`src/hw/pin_mux_pkg.sv`:
```
package pin_mux_pkg;
	localparam int GPIO_COUNT = 16;
	localparam int CTRL_WIDTH = 8;
	localparam int UART_COUNT = 4;
	// fixed limits on the shared clock pin; the host keeps within them
	localparam int SPI_CLOCK_MAX_HZ = 26000000;
	localparam int I2C_CLOCK_MAX_HZ = 1000000;
	// alternate-function select bits, and the rts level bit in line control
	localparam int TX_SYNC_REFCLK_BIT = 7;
	localparam int TIMER_UPPER_OUT_BIT = 7;
	localparam int CLOCK_SOURCE_RTS_BIT = 7;
	localparam int CLOCK_SOURCE_FRAC_BIT = 3;
	localparam int LINE_CONTROL_RTS_BIT = 7;
	// gpio slots inside each group of four that carry alternate outputs
	localparam int GPIO_GROUP = 4;
	localparam int GPIO_REFCLK_SLOT = 0;
	localparam int GPIO_TIMER_SLOT = 1;

	typedef enum logic [1:0] {
		GPIO_INPUT,
		GPIO_PUSH_PULL,
		GPIO_OPEN_DRAIN,
		GPIO_EVENT
	} gpio_mode_t;

	// what an i2c address strap pin is tied to
	typedef enum logic [1:0] {
		STRAP_GND,
		STRAP_VL,
		STRAP_SCL,
		STRAP_SDA
	} strap_code_t;
endpackage : pin_mux_pkg

```
`src/hw/gpio_pin_cell.sv`:
```
`timescale 1ns/1ns
module gpio_pin_cell (
	input wire logic clock,
	input wire logic rst_n,
	input wire logic [1:0] mode,
	input wire logic outValue,
	input wire logic altEnable,
	input wire logic altSignal,
	input wire logic pinIn,
	output logic pinOut,
	output logic pinOe,
	output logic inValue,
	output logic eventPulse
);
	logic lastIn_reg;
	logic pinOut_next;
	logic pinOe_next;

	always_comb begin
		pinOut_next = outValue;
		pinOe_next = 1'b0;
		if (altEnable) begin
			pinOut_next = altSignal;
			pinOe_next = 1'b1;
		end else begin
			case (mode)
				pin_mux_pkg::GPIO_PUSH_PULL: pinOe_next = 1'b1;
				pin_mux_pkg::GPIO_OPEN_DRAIN: begin
					pinOut_next = 1'b0;
					pinOe_next = !outValue;
				end
				default: pinOe_next = 1'b0;
			endcase
		end
	end

	always_ff @(posedge clock) begin
		if (!rst_n) begin
			pinOut <= 1'b0;
			pinOe <= 1'b0;
		end else begin
			pinOut <= pinOut_next;
			pinOe <= pinOe_next;
		end
	end

	always_ff @(posedge clock) begin
		if (!rst_n) begin
			lastIn_reg <= 1'b0;
			inValue <= 1'b0;
			eventPulse <= 1'b0;
		end else begin
			lastIn_reg <= pinIn;
			inValue <= pinIn;
			// any edge on a pin set up as an event source
			eventPulse <= (mode == pin_mux_pkg::GPIO_EVENT) && !altEnable
				&& (pinIn != lastIn_reg);
		end
	end

	// rst_n in the antecedents keeps the edge that leaves reset from judging reset values
	alt_drive_a: assert property (@(posedge clock) disable iff (!rst_n)
		rst_n && altEnable |=> pinOe && pinOut == $past(altSignal))
		else $error("alternate output not driven");
	open_drain_a: assert property (@(posedge clock) disable iff (!rst_n)
		rst_n && !altEnable && mode == pin_mux_pkg::GPIO_OPEN_DRAIN
		|=> !pinOut && pinOe == !$past(outValue))
		else $error("open-drain pin drove high");
	input_mode_a: assert property (@(posedge clock) disable iff (!rst_n)
		rst_n && !altEnable && mode == pin_mux_pkg::GPIO_INPUT |=> !pinOe)
		else $error("input pin driven");
endmodule : gpio_pin_cell

```
`src/hw/host_port_pin_function_select.sv`:
```
`timescale 1ns/1ns
// Contract
// strap high selects spi host port, low selects i2c; board holds the level
// shared data pin is spi output in spi mode, i2c data line in i2c mode
// shared clock pin takes spi clock to 26MHz or i2c clock to 1MHz
// strap-0 pin is active-low chip select in spi, address strap 0 in i2c
// strap-1 pin is spi data input, or address strap 1 tied to sda/scl/gnd/vl
// interrupt pin pulled low while any interrupt is pending, released otherwise
// reset input low holds all four uarts in hardware reset
// during hardware reset oscillator and pll are stopped
// gpio 0 outputs reference clock when transmit sync control bit 7 set
// gpio 1 outputs timer signal when upper timer control bit 7 set
// each gpio is input, push-pull, open-drain output or event source
// uart0 request-to-send follows the value programmed in line control
// clock source bit 7 puts system clock or divider output on request-to-send
// uart0 clear-to-send input is sampled as flow-control status
// clearing an alternate select returns the pin to its normal behaviour
module host_port_pin_function_select (
	input wire logic clock,
	input wire logic rst_n,
	input wire logic hostSelect,
	input wire logic sclkOrSclIn,
	input wire logic dataPinIn,
	output logic dataPinOut,
	output logic dataPinOe,
	input wire logic select_or_addr_strap0,
	input wire logic datain_or_addr_strap1,
	input wire logic spiMisoCore,
	input wire logic spiMisoEnable,
	input wire logic i2cSdaPullLow,
	output logic spiModeReg,
	output logic spiChipSelN,
	output logic spiClock,
	output logic spiDataIn,
	output logic i2cClock,
	output logic i2cDataIn,
	output logic [1:0] addressStrap0Reg,
	output logic [1:0] addressStrap1Reg,
	input wire logic interruptPending,
	output logic irqNOut,
	output logic irqNOe,
	output logic [pin_mux_pkg::UART_COUNT-1:0] uartResetNReg,
	output logic oscEnableReg,
	output logic pllEnableReg,
	input wire logic [pin_mux_pkg::CTRL_WIDTH-1:0] tx_sync_control,
	input wire logic [pin_mux_pkg::CTRL_WIDTH-1:0] timer_control_upper,
	input wire logic [pin_mux_pkg::CTRL_WIDTH-1:0] clock_source_control,
	input wire logic [pin_mux_pkg::CTRL_WIDTH-1:0] line_control,
	input wire logic referenceClock,
	input wire logic timerSignal,
	input wire logic uartSystemClock,
	input wire logic fracDividerOut,
	output logic request_send_out_0,
	input wire logic clear_send_in_0,
	output logic clearSendStatusReg,
	input wire logic [2*pin_mux_pkg::GPIO_COUNT-1:0] gpioMode,
	input wire logic [pin_mux_pkg::GPIO_COUNT-1:0] gpioOutValue,
	input wire logic [pin_mux_pkg::GPIO_COUNT-1:0] gpioPinIn,
	output logic [pin_mux_pkg::GPIO_COUNT-1:0] gpioPinOut,
	output logic [pin_mux_pkg::GPIO_COUNT-1:0] gpioPinOe,
	output logic [pin_mux_pkg::GPIO_COUNT-1:0] gpioInValue,
	output logic [pin_mux_pkg::GPIO_COUNT-1:0] gpioEvent
);
	logic refClkSel;
	logic timerSel;
	logic rtsAltSel;
	logic rtsAltSignal;

	// classify a strap pin by comparing it with the bus lines and its level
	function automatic pin_mux_pkg::strap_code_t strapCode(input logic pin,
		input logic scl, input logic sda);
		pin_mux_pkg::strap_code_t code;
		code = pin ? pin_mux_pkg::STRAP_VL : pin_mux_pkg::STRAP_GND;
		if (scl != sda) begin
			if (pin == scl)
				code = pin_mux_pkg::STRAP_SCL;
			else
				code = pin_mux_pkg::STRAP_SDA;
		end
		return code;
	endfunction : strapCode

	// reset, oscillator and pll control
	always_ff @(posedge clock) begin
		if (!rst_n) begin
			uartResetNReg <= '0;
			oscEnableReg <= 1'b0;
			pllEnableReg <= 1'b0;
		end else begin
			uartResetNReg <= '1;
			oscEnableReg <= 1'b1;
			pllEnableReg <= 1'b1;
		end
	end

	// host port mode and pin routing
	always_ff @(posedge clock) begin
		if (!rst_n) begin
			spiModeReg <= 1'b0;
			spiChipSelN <= 1'b1;
			spiClock <= 1'b0;
			spiDataIn <= 1'b0;
			i2cClock <= 1'b1;
			i2cDataIn <= 1'b1;
			dataPinOut <= 1'b0;
			dataPinOe <= 1'b0;
		end else begin
			spiModeReg <= hostSelect;
			// clock pin feeds one protocol; the idle level goes to the other
			spiClock <= hostSelect ? sclkOrSclIn : 1'b0;
			i2cClock <= hostSelect ? 1'b1 : sclkOrSclIn;
			spiChipSelN <= hostSelect ? select_or_addr_strap0 : 1'b1;
			spiDataIn <= hostSelect ? datain_or_addr_strap1 : 1'b0;
			i2cDataIn <= hostSelect ? 1'b1 : dataPinIn;
			if (spiModeReg) begin
				dataPinOut <= spiMisoCore;
				dataPinOe <= spiMisoEnable;
			end else begin
				dataPinOut <= 1'b0;
				dataPinOe <= i2cSdaPullLow;
			end
		end
	end

	// address straps are re-read in i2c mode and frozen in spi mode
	always_ff @(posedge clock) begin
		if (!rst_n) begin
			addressStrap0Reg <= pin_mux_pkg::STRAP_GND;
			addressStrap1Reg <= pin_mux_pkg::STRAP_GND;
		end else if (!hostSelect) begin
			addressStrap0Reg <= strapCode(select_or_addr_strap0, sclkOrSclIn, dataPinIn);
			addressStrap1Reg <= strapCode(datain_or_addr_strap1, sclkOrSclIn, dataPinIn);
		end
	end

	// open-drain interrupt
	always_ff @(posedge clock) begin
		if (!rst_n) begin
			irqNOut <= 1'b0;
			irqNOe <= 1'b0;
		end else begin
			irqNOut <= 1'b0;
			irqNOe <= interruptPending;
		end
	end

	// uart0 flow-control pins
	assign rtsAltSel = clock_source_control[pin_mux_pkg::CLOCK_SOURCE_RTS_BIT];
	assign rtsAltSignal = clock_source_control[pin_mux_pkg::CLOCK_SOURCE_FRAC_BIT]
		? fracDividerOut : uartSystemClock;

	always_ff @(posedge clock) begin
		if (!rst_n) begin
			request_send_out_0 <= 1'b1;
			clearSendStatusReg <= 1'b1;
		end else begin
			if (rtsAltSel)
				request_send_out_0 <= rtsAltSignal;
			else
				request_send_out_0 <= line_control[pin_mux_pkg::LINE_CONTROL_RTS_BIT];
			clearSendStatusReg <= clear_send_in_0;
		end
	end

	// gpio pins; alternate outputs repeat in every group of four
	assign refClkSel = tx_sync_control[pin_mux_pkg::TX_SYNC_REFCLK_BIT];
	assign timerSel = timer_control_upper[pin_mux_pkg::TIMER_UPPER_OUT_BIT];

	for (genvar i = 0; i < pin_mux_pkg::GPIO_COUNT; i++) begin : gGpio
		localparam int SLOT = i % pin_mux_pkg::GPIO_GROUP;
		localparam bit IS_REF = (SLOT == pin_mux_pkg::GPIO_REFCLK_SLOT);
		localparam bit IS_TMR = (SLOT == pin_mux_pkg::GPIO_TIMER_SLOT);
		gpio_pin_cell uCell (
			.clock(clock),
			.rst_n(rst_n),
			.mode(gpioMode[2*i +: 2]),
			.outValue(gpioOutValue[i]),
			.altEnable((IS_REF && refClkSel) || (IS_TMR && timerSel)),
			.altSignal(IS_REF ? referenceClock : timerSignal),
			.pinIn(gpioPinIn[i]),
			.pinOut(gpioPinOut[i]),
			.pinOe(gpioPinOe[i]),
			.inValue(gpioInValue[i]),
			.eventPulse(gpioEvent[i])
		);
	end

	uart_reset_a: assert property (@(posedge clock) !rst_n |=> uartResetNReg == '0)
		else $error("uart left out of reset");
	clock_halt_a: assert property (@(posedge clock)
		!rst_n |=> !oscEnableReg && !pllEnableReg)
		else $error("oscillator or pll running in reset");
	host_mode_a: assert property (@(posedge clock) disable iff (!rst_n)
		$past(rst_n) |-> spiModeReg == $past(hostSelect))
		else $error("host mode does not follow strap");
	// rst_n in the antecedents keeps the edge that leaves reset from judging reset values
	data_pin_a: assert property (@(posedge clock) disable iff (!rst_n)
		rst_n && spiModeReg
		|=> dataPinOe == $past(spiMisoEnable) && dataPinOut == $past(spiMisoCore))
		else $error("spi data output misrouted");
	i2c_data_a: assert property (@(posedge clock) disable iff (!rst_n)
		rst_n && !spiModeReg |=> !dataPinOut && dataPinOe == $past(i2cSdaPullLow))
		else $error("i2c data line misdriven");
	chip_select_a: assert property (@(posedge clock) disable iff (!rst_n)
		rst_n && hostSelect |=> spiChipSelN == $past(select_or_addr_strap0))
		else $error("chip select not routed");
	data_in_a: assert property (@(posedge clock) disable iff (!rst_n)
		rst_n && !hostSelect |=> !spiDataIn && spiChipSelN)
		else $error("spi inputs active in i2c mode");
	irq_drive_a: assert property (@(posedge clock) disable iff (!rst_n)
		rst_n |=> irqNOe == $past(interruptPending) && !irqNOut)
		else $error("interrupt pin does not follow pending state");
	rts_plain_a: assert property (@(posedge clock) disable iff (!rst_n)
		rst_n && !rtsAltSel
		|=> request_send_out_0 == $past(line_control[pin_mux_pkg::LINE_CONTROL_RTS_BIT]))
		else $error("rts ignores line control");
	rts_alt_a: assert property (@(posedge clock) disable iff (!rst_n)
		rst_n && rtsAltSel |=> request_send_out_0 == $past(rtsAltSignal))
		else $error("rts misses clock output");
	cts_sample_a: assert property (@(posedge clock) disable iff (!rst_n)
		$past(rst_n) |-> clearSendStatusReg == $past(clear_send_in_0))
		else $error("cts status stale");

	spi_mode_c: cover property (@(posedge clock) disable iff (!rst_n) spiModeReg && !spiChipSelN);
	i2c_mode_c: cover property (@(posedge clock) disable iff (!rst_n) !spiModeReg && dataPinOe);
	rts_switch_c: cover property (@(posedge clock) disable iff (!rst_n) rtsAltSel ##1 !rtsAltSel);
	gpio_alt_c: cover property (@(posedge clock) disable iff (!rst_n) refClkSel && timerSel);
endmodule : host_port_pin_function_select

```
`config.mk`:
```
export PLATFORM = sky130hd
export DESIGN_NAME = host_port_pin_function_select
export DESIGN_NICKNAME = d
export VERILOG_FILES = /design/src/hw/pin_mux_pkg.sv /design/src/hw/gpio_pin_cell.sv /design/src/hw/host_port_pin_function_select.sv
export SDC_FILE = /design/constraint.sdc
export NUM_CORES = 1
export LEC_CHECK = 0
export ABC_AREA = 1
export BUFFER_PORTS_ARGS = -buffer_cell sky130_fd_sc_hd__buf_2
export CORE_MARGIN = 2
export CORE_UTILIZATION = 34
export CTS_CLUSTER_DIAMETER = 40
export DETAILED_ROUTE_END_ITERATION = 6
export PLACE_DENSITY_LB_ADDON = 0.3
export SYNTH_ARGS = -nofsm -noshare
export SYNTH_HDL_FRONTEND = slang
export SYNTH_SLANG_ARGS = --single-unit
```
`constraint.sdc`:
```
create_clock -name clock -period 0.8 [get_ports clock]
set_input_delay 0.08 -clock clock [delete_from_list [all_inputs] [get_ports clock]]
set_output_delay 0.08 -clock clock [all_outputs]
set_load 0.005 [all_outputs]
```
==> results of run 1 <==
## cell usage after synthesis, drive strengths merged
| master | n | area, µm² |
|---|---|---|
| inv | 92 | 348 |
| nand2 | 87 | 327 |
| dfxtp | 79 | 1580 |
| buf | 78 | 592 |
| ha | 48 | 601 |
| nor2 | 33 | 131 |
| a21oi | 25 | 125 |
| nor3 | 16 | 130 |
| o21ai | 12 | 60.1 |
| nand3 | 8 | 40.0 |
| xnor2 | 8 | 70.1 |
| conb | 1 | 3.75 |
| or2 | 1 | 6.26 |
## metal layers
layer / track usage, % / routed length (µm) / up-vias
met5: 0 / 0 / -
met4: 5.61 / 190 / 0
met3: 6.26 / 804 / 15
met2: 24.7 / 4280 / 130
met1: 15.5 / 3530 / 1485
li1: - / - / 1690
## final cells by class
cell class                 instances  area (µm²)  area share (%)
timing repair buffer             223        1570            28.4
multi-input combinational        239        1520            27.6
clock buffer                      14         254            4.61
sequential                        79        1640            29.7
inverter                          92         348            6.31
tap                              143         179            3.25
clock inverter                     1        5.00          0.0908
## cells by family after synthesis
family / Yosys count
buffers and inverters: 170
AOI/OAI and AO/OA: 37
and+or+nand+nor: 145
other: 1
xor gates and xnor gates: 8
adders and majority gates: 48
DFF: 79
## report_power, final
part           leakage (nW)  switching, mW  internal (mW)
clock                 0.127           1.52           2.17
sequential            0.665         0.0844           4.16
combinational          2.28          0.681          0.814
## repair_timing
| item | in CTS | in global routing |
|---|---|---|
| setup endpoints to repair | 85 | 98 |
| gates cloned | 0 | 0 |
| setup buffers | 12 | 1 |
| gates resized for setup | 37 | 43 |
| hold endpoints to repair | 50 | 2 |
| pin swaps | 0 | 6 |
## through the flow
| stage | TNS [ps] | hold slack (ps) | cell area, µm² | setup slack [ps] |
|---|---|---|---|---|
| floorplan | 0 | 108 | 4020 | 167 |
| global placement | 0 | 265 | 4520 | 15.0 |
| detailed placement | -7.28 | 270 | 4520 | -6.46 |
| CTS | -5160 | -44.1 | 5390 | -114 |
| global route | -6390 | -31.4 | 5510 | -134 |
| finish | -3260 | -16.4 | 5510 | -94.9 |
## worst max-delay path by stage
stage	startpoint	to	cells past startpoint
after floorplan	rst_n	gGpio[0].uCell.pinOe	4
after global placement	timer_control_upper[7]	gGpio[5].uCell.eventPulse	4
after detailed placement	gpioMode[30]	gGpio[15].uCell.pinOe	4
after CTS	uartResetNReg[2]	uartResetNReg[3]	1
after global routing	uartResetNReg[2]	oscEnableReg	1
final	addressStrap0Reg[1]	addressStrap0Reg[1]	1
## worst min-delay path: stages
cell and delay, ps:
buf_2 110, nor2_4 50, nand2_1 40
==> results list, run 1 <==
* Synthesized instance count: 488
- For this run, the number of Yosys warnings is 0.
- The worst register-to-register path has a depth of 3.
- The via count of the first global-routing pass was between 3k and 4k.
* Diode insertion count for antenna repair: 0
* Clock latency of the later-clocked register in the worst-skew pair: roughly 330 ps
- Entering global routing, the biggest net connects 24 pins.
* Total grt overflow: 0
- Crit end category: output port
- Counting along the longest clock path gives a buffer depth of 2.
- Critical Path Fanout Max: 3
- Leaving out fill and tap cells, the most frequent cell in the layout is buf_2.
- Global router's overall resource usage: roughly 14%
* Share of synthesized cell area in and, or, nand and nor gates: 15.8%
- The first global-routing pass estimated 14,700 µm of wire.
- CP Launch Type: flip-flop
- Iteration count of the initial detailed-routing pass: 4
- Number of storage elements in the synthesis netlist: between 70 and 80
- Walking the worst path, the cells encountered are buf_2.
* Required arrival time at the worst endpoint: around 720 ps
- TritonCTS created 9 clock buffers.
- Total nets after synthesis: 648
* Quantity of I/O buffers inserted on ports: roughly 170
* Rows: 39
* Die height: between 100 and 150 µm
* Final nets: 804
- Largest registers ranked by flip-flop count: gGpio.uCell.eventPulse (16), gGpio.uCell.pinOe (16), gGpio.uCell.pinOut (16)
* Worst path max stage delay: 360 ps
* Buffering stage count on the worst path with inverters included: 1
- Synthesized area: 4020 µm²
* Clock tree from TritonCTS: built
- For this block, the initial DRC count from the detailed router was around 130.
- Worst-case register-to-register setup slack: 20 ps
- The synthesized netlist devotes under 10% of its cell area to XOR and XNOR gates.
- Summing internal, switching and leakage power gives 9.42 mW.
- For this configuration, the core starts out at a cell density of 35.0%.
* Share of layout cells above drive strength 1: 39.7%
- Part of the cycle the worst path needs: 112%
- Setup repair after global routing could not meet its margin everywhere.
* Estimated wirelength of the detail-placed design: roughly 6300 µm
- CTS Root Cell: clkbuf_16
- After clock tree synthesis, the clock-pin slew on the worst setup and hold paths is 60 ps.
- Hold-fix buffers at CTS: 42
- Slew Viols, Final: 0
* Delay-heaviest family, CP: flip-flops
* WHS Path Cells: 3
* Worst path arrival time: 810 ps
* Antenna violations before repair: 0
- Endpoint of the worst-slack reg-to-reg timing path: gGpio[0].uCell.eventPulse
* Die Span X: 113 µm
* Peak supply drop: 0.00152 V
- 198 I/O pins were placed.
- Arithmetic-cell share of the synthesized area counting full adders, half adders and majority gates: 15.0%
- Routed wirelength normalized by instance count: about 11 µm
- Summing the areas of all compound-gate instances in the mapped netlist gives 4.61% of the synthesized area.
- In the routed layout, each cell is associated on average with a via count of roughly 4.2.
* Violated checks: negative hold slack, negative setup slack
* Worst clock skew on the final layout: 5.69 ps
* Number of max-capacitance violations reported: 0
* Die footprint: 12,700 µm²
- Averaged over all synthesized cells, the footprint is 8.23 µm².
* Dominant combinational cell family by area after synthesis: buffers and inverters
- The detailed router placed 3,320 vias in this run.
- Utilization after layout: about half
* Seq/Total Area, Yosys: 39.4%
- Proportion of synthesized area in mux cells: 0%
* Smallest hold slack: -16.4 ps
- Summed over all cells, the static leakage comes to 3.08 nW.
* Final Worst Setup Slack: -94.9 ps
- The count of cells in the finished layout, fillers not included, comes to 791.
* Commonest non-fill, non-tap cells in the layout: buf_2 (138), inv_1 (88), nand2_1 (87)
* Final Setup Violations: 85
- The count of endpoints failing hold in the final timing report was 2.
- The count of nets left with antenna violations once routing finished came out at 0.
* Unique masters post-synth: 19
- Worst hold endpoint: i2cDataIn
- Worst setup path category: flip-flop to output port
- For the finished layout, the period the worst path requires is between 800 and 900 ps.
- For this design the ratio of total power to cell area is 1710 nW/µm².
- Outcome: complete, but fails checks
* Routability Congestion: 0.735
- Number of instances in the placed design: 727
- After filler insertion, the fill cell instance count of the layout stands at approximately 1.1k.
- Area delta synth->final: 37.3%
* TritonCTS Sinks: 79
- Total wire length: 8810 µm
- In this run the critical register-to-register path is launched from gGpio[0].uCell.inValue.
- H-tree depth: 3
- Remaining design rule violation count: 0
* Core box area: 11,500 µm²
- Based on the critical path, the design can be clocked at up to 1120 MHz.
- Hold Startpoint: hostSelect
* Max stage delay cell, worst path: dfxtp_2
* Classification of the worst-slack hold path: input port to flip-flop
(Power assumes the default switching activity.)
==> run 2, diff against run 1 <==
--- a/config.mk
+++ b/config.mk
@@ -8,10 +8,11 @@
 export ABC_AREA = 1
 export BUFFER_PORTS_ARGS = -buffer_cell sky130_fd_sc_hd__buf_2
 export CORE_MARGIN = 2
-export CORE_UTILIZATION = 34
+export CORE_UTILIZATION = 40
 export CTS_CLUSTER_DIAMETER = 40
 export DETAILED_ROUTE_END_ITERATION = 6
 export PLACE_DENSITY_LB_ADDON = 0.3
+export RECOVER_POWER = 25
 export SYNTH_ARGS = -nofsm -noshare
 export SYNTH_HDL_FRONTEND = slang
 export SYNTH_SLANG_ARGS = --single-unit
==> results list, run 2 (synthesized netlist as in run 1, its figures left out) <==
- Outcome: complete, but fails checks
- Violated checks: negative setup slack
- Vias in the first global route: 3,343 (-0.12%)
- Worst-path clk slew: 80 ps (+20 ps)
* Initial drt markers: 106 (-18%)
* Classification of the worst-slack hold path: input port to flip-flop
* Most common cell after layout, fill and taps aside: buf_2
- Quantity of I/O buffers inserted on ports: 169 (unchanged)
- The minimum setup slack in the final design came to -107 ps (-11.6 ps).
- Worst path max stage delay: 370 ps (about the same)
* Worst path arrival time: 830 ps (+20 ps)
- The clock latency reported for the late side of the worst-skew pair was 340 ps (about the same).
- The maximum number of pins on one net before global-route repair was 23 (-4.2%).
- Utilization after layout: 56.6% (+8.6 points)
- Wire length of the first global-routing pass: 14,600 µm (-0.19%)
- Remaining design rule violation count: 0 (unchanged)
* Core box area: 9770 µm² (-15%)
* Part of the cycle the worst path needs: 113% (+1.5 points)
- The count of boundary I/O pins was 198 (unchanged).
* Max stage delay cell, worst path: dfxtp_4
- The number of inserted diodes was 0 (unchanged).
- H-tree depth: 3 (unchanged)
- Number of hold violations in the final report: 0 (-2)
- The reported leakage power came to 3.07 nW (about the same).
- Buffer depth of the longest clock path: 2 (unchanged)
- Worst-case register-to-register setup slack: 20 ps (about the same)
- The cell sitting at the root of the clock tree is a clkbuf_8.
- The cell family contributing the most delay on the critical path is flip-flops.
- The total setup violations reported at the end of the flow is 85 (unchanged).
* Overall via count from detail_route: 3,284 (-1.1%)
* Routability Congestion: 0.797 (+8.4%)
* Required arrival time at the worst endpoint: 720 ps (about the same)
- Global routing's busiest layer: met2
* Number of buffers added by the clock tree synthesis step: 9 (unchanged)
- Number of antenna-violating nets in the routed design: 0 (unchanged)
- The first-pass iteration count of the detailed router came to 4 (unchanged).
- From synthesis to final layout, the design area changed by 37.8%.
- Via-to-Cell Ratio: 4.17 (-0.58%)
* GR Layer Usage met1: 17.5% (+1.9 points)
- GR Layer Usage met3: 5.45% (-0.81 points)
- The critical-path maximum fanout was 6 (+3).
- Total grt overflow: 0 (unchanged)
- The final-stage net count was 809 (+0.62%).
- Cell area power density: 1760 nW/µm² (+2.9%)
- STA classifies the critical path endpoint as an output port.
- Clock tree from TritonCTS: built
- The worst setup path is launched from a flip-flop.
- The count of max-cap constraint violations is 0 (unchanged).
* Die height: 104 µm (-7.5%)
* Global router's overall resource usage: 16.6% (+2.3 points)
- Storage element area: 1630 µm² (-0.38%)
- The placed wire-length estimate after detailed placement came to 6270 µm (-0.80%).
- Setup repair after global routing could not meet its margin everywhere.
* Rows: 36 (-7.7%)
- Minimum clock period: 907 ps (+11.6 ps)
- Routed wirelength normalized by instance count: 11.3 µm (+1.4%)
- Share of layout cells above drive strength 1: 38.7% (-0.98 points)
- The setup skew after layout was 5.93 ps (+0.238 ps).
- Maximum clock frequency: 1100 MHz (-1.3%)
- The largest registers in the layout are gGpio.uCell.eventPulse (16), gGpio.uCell.pinOe (16), gGpio.uCell.pinOut (16).
- The number of fillers in the final layout came to 855 (-19%).
- Die Span X: 104 µm (-7.5%)
- The met2 layer usage reported by global route was 30.7% (+6.1 points).
* Antenna violations before repair: 0 (unchanged)
- The placement-stage worst setup slack came to -13.4 ps (-6.89 ps).
- The multi-input logic area came to 1540 µm² (+1.4%).
- The die area came to 10,900 µm² (-14%).
- The final routed wirelength across all metal layers was 8890 µm (+0.86%).
- The effective utilization at floorplan came to 41.1% (+6.1 points).
- List of cells traversed by the critical path: buf_2
- The largest vdd supply drop is 0.000856 V (-44%).
- Power consumption: 9.73 mW (+3.3%)
* Buffering stage count on the worst path with inverters included: 1 (unchanged)
- Slew Viols, Final: 0 (unchanged)
- In the layout the commonest cells are buf_2 (130), inv_1 (89), nand2_1 (86).
- The worst setup path is of the flip-flop to output port kind.
* TritonCTS Sinks: 79 (unchanged)
run 2: worst paths after layout:
check / start / to / cells past startpoint
min: spiMisoEnable / dataPinOe / 3
max: uartResetNReg[2] / uartResetNReg[2] / 1
min reg2reg: addressStrap0Reg[1] / addressStrap0Reg[1] / 2
max reg2reg: gGpio[4].uCell.inValue / gGpio[4].uCell.eventPulse / 3
run 2: area by class of cell:
class / count / share of cell area [%]
timing repair buffer: 228 / 28.4
sequential: 79 / 29.4
clock inverter: 5 / 2.31
clock buffer: 11 / 2.74
inverter: 92 / 6.24
multi-input combinational: 239 / 27.9
tap: 133 / 3.01
run 2: power breakdown:
group / switching (mW) / internal [mW]
Clock: 1.44 / 2.56
Combinational: 0.696 / 0.810
Sequential: 0.0785 / 4.14
run 2: per-stage QoR:
step / TNS [ps] / cell area [µm²] / instances / hold slack [ps]
after floorplan: 0 / 4020 / 488 / 108
after global placement: -4.43 / 4510 / 717 / 264
after detailed placement: -31.6 / 4510 / 717 / 265
after CTS: -6670 / 5390 / 787 / 3.93
after global routing: -8360 / 5530 / 787 / 17.8
final: -4050 / 5530 / 787 / 23.0
run 2: timing repair:
item | 4_1_cts | 5_1_grt
pin swaps | 0 | 9
hold buffers | 43 | 0
endpoints found under the hold margin | 56 | 0
buffers inserted | 11 | 5
setup endpoints to repair | 85 | 100
gates resized for setup | 32 | 49
cloned | 0 | 0
run 2: metal layers:
metal	up-vias	part of all wire [%]	routed length, µm
met3	15	7.0	622
met5	-	0	0
met1	1446	40	3540
met4	0	1.8	159
met2	117	51	4560
li1	1706	-	-
run 2: worst min-delay path, stage by stage:
cell,delay (ps)
buf_2,80
nor2_1,30
nor2_1,120
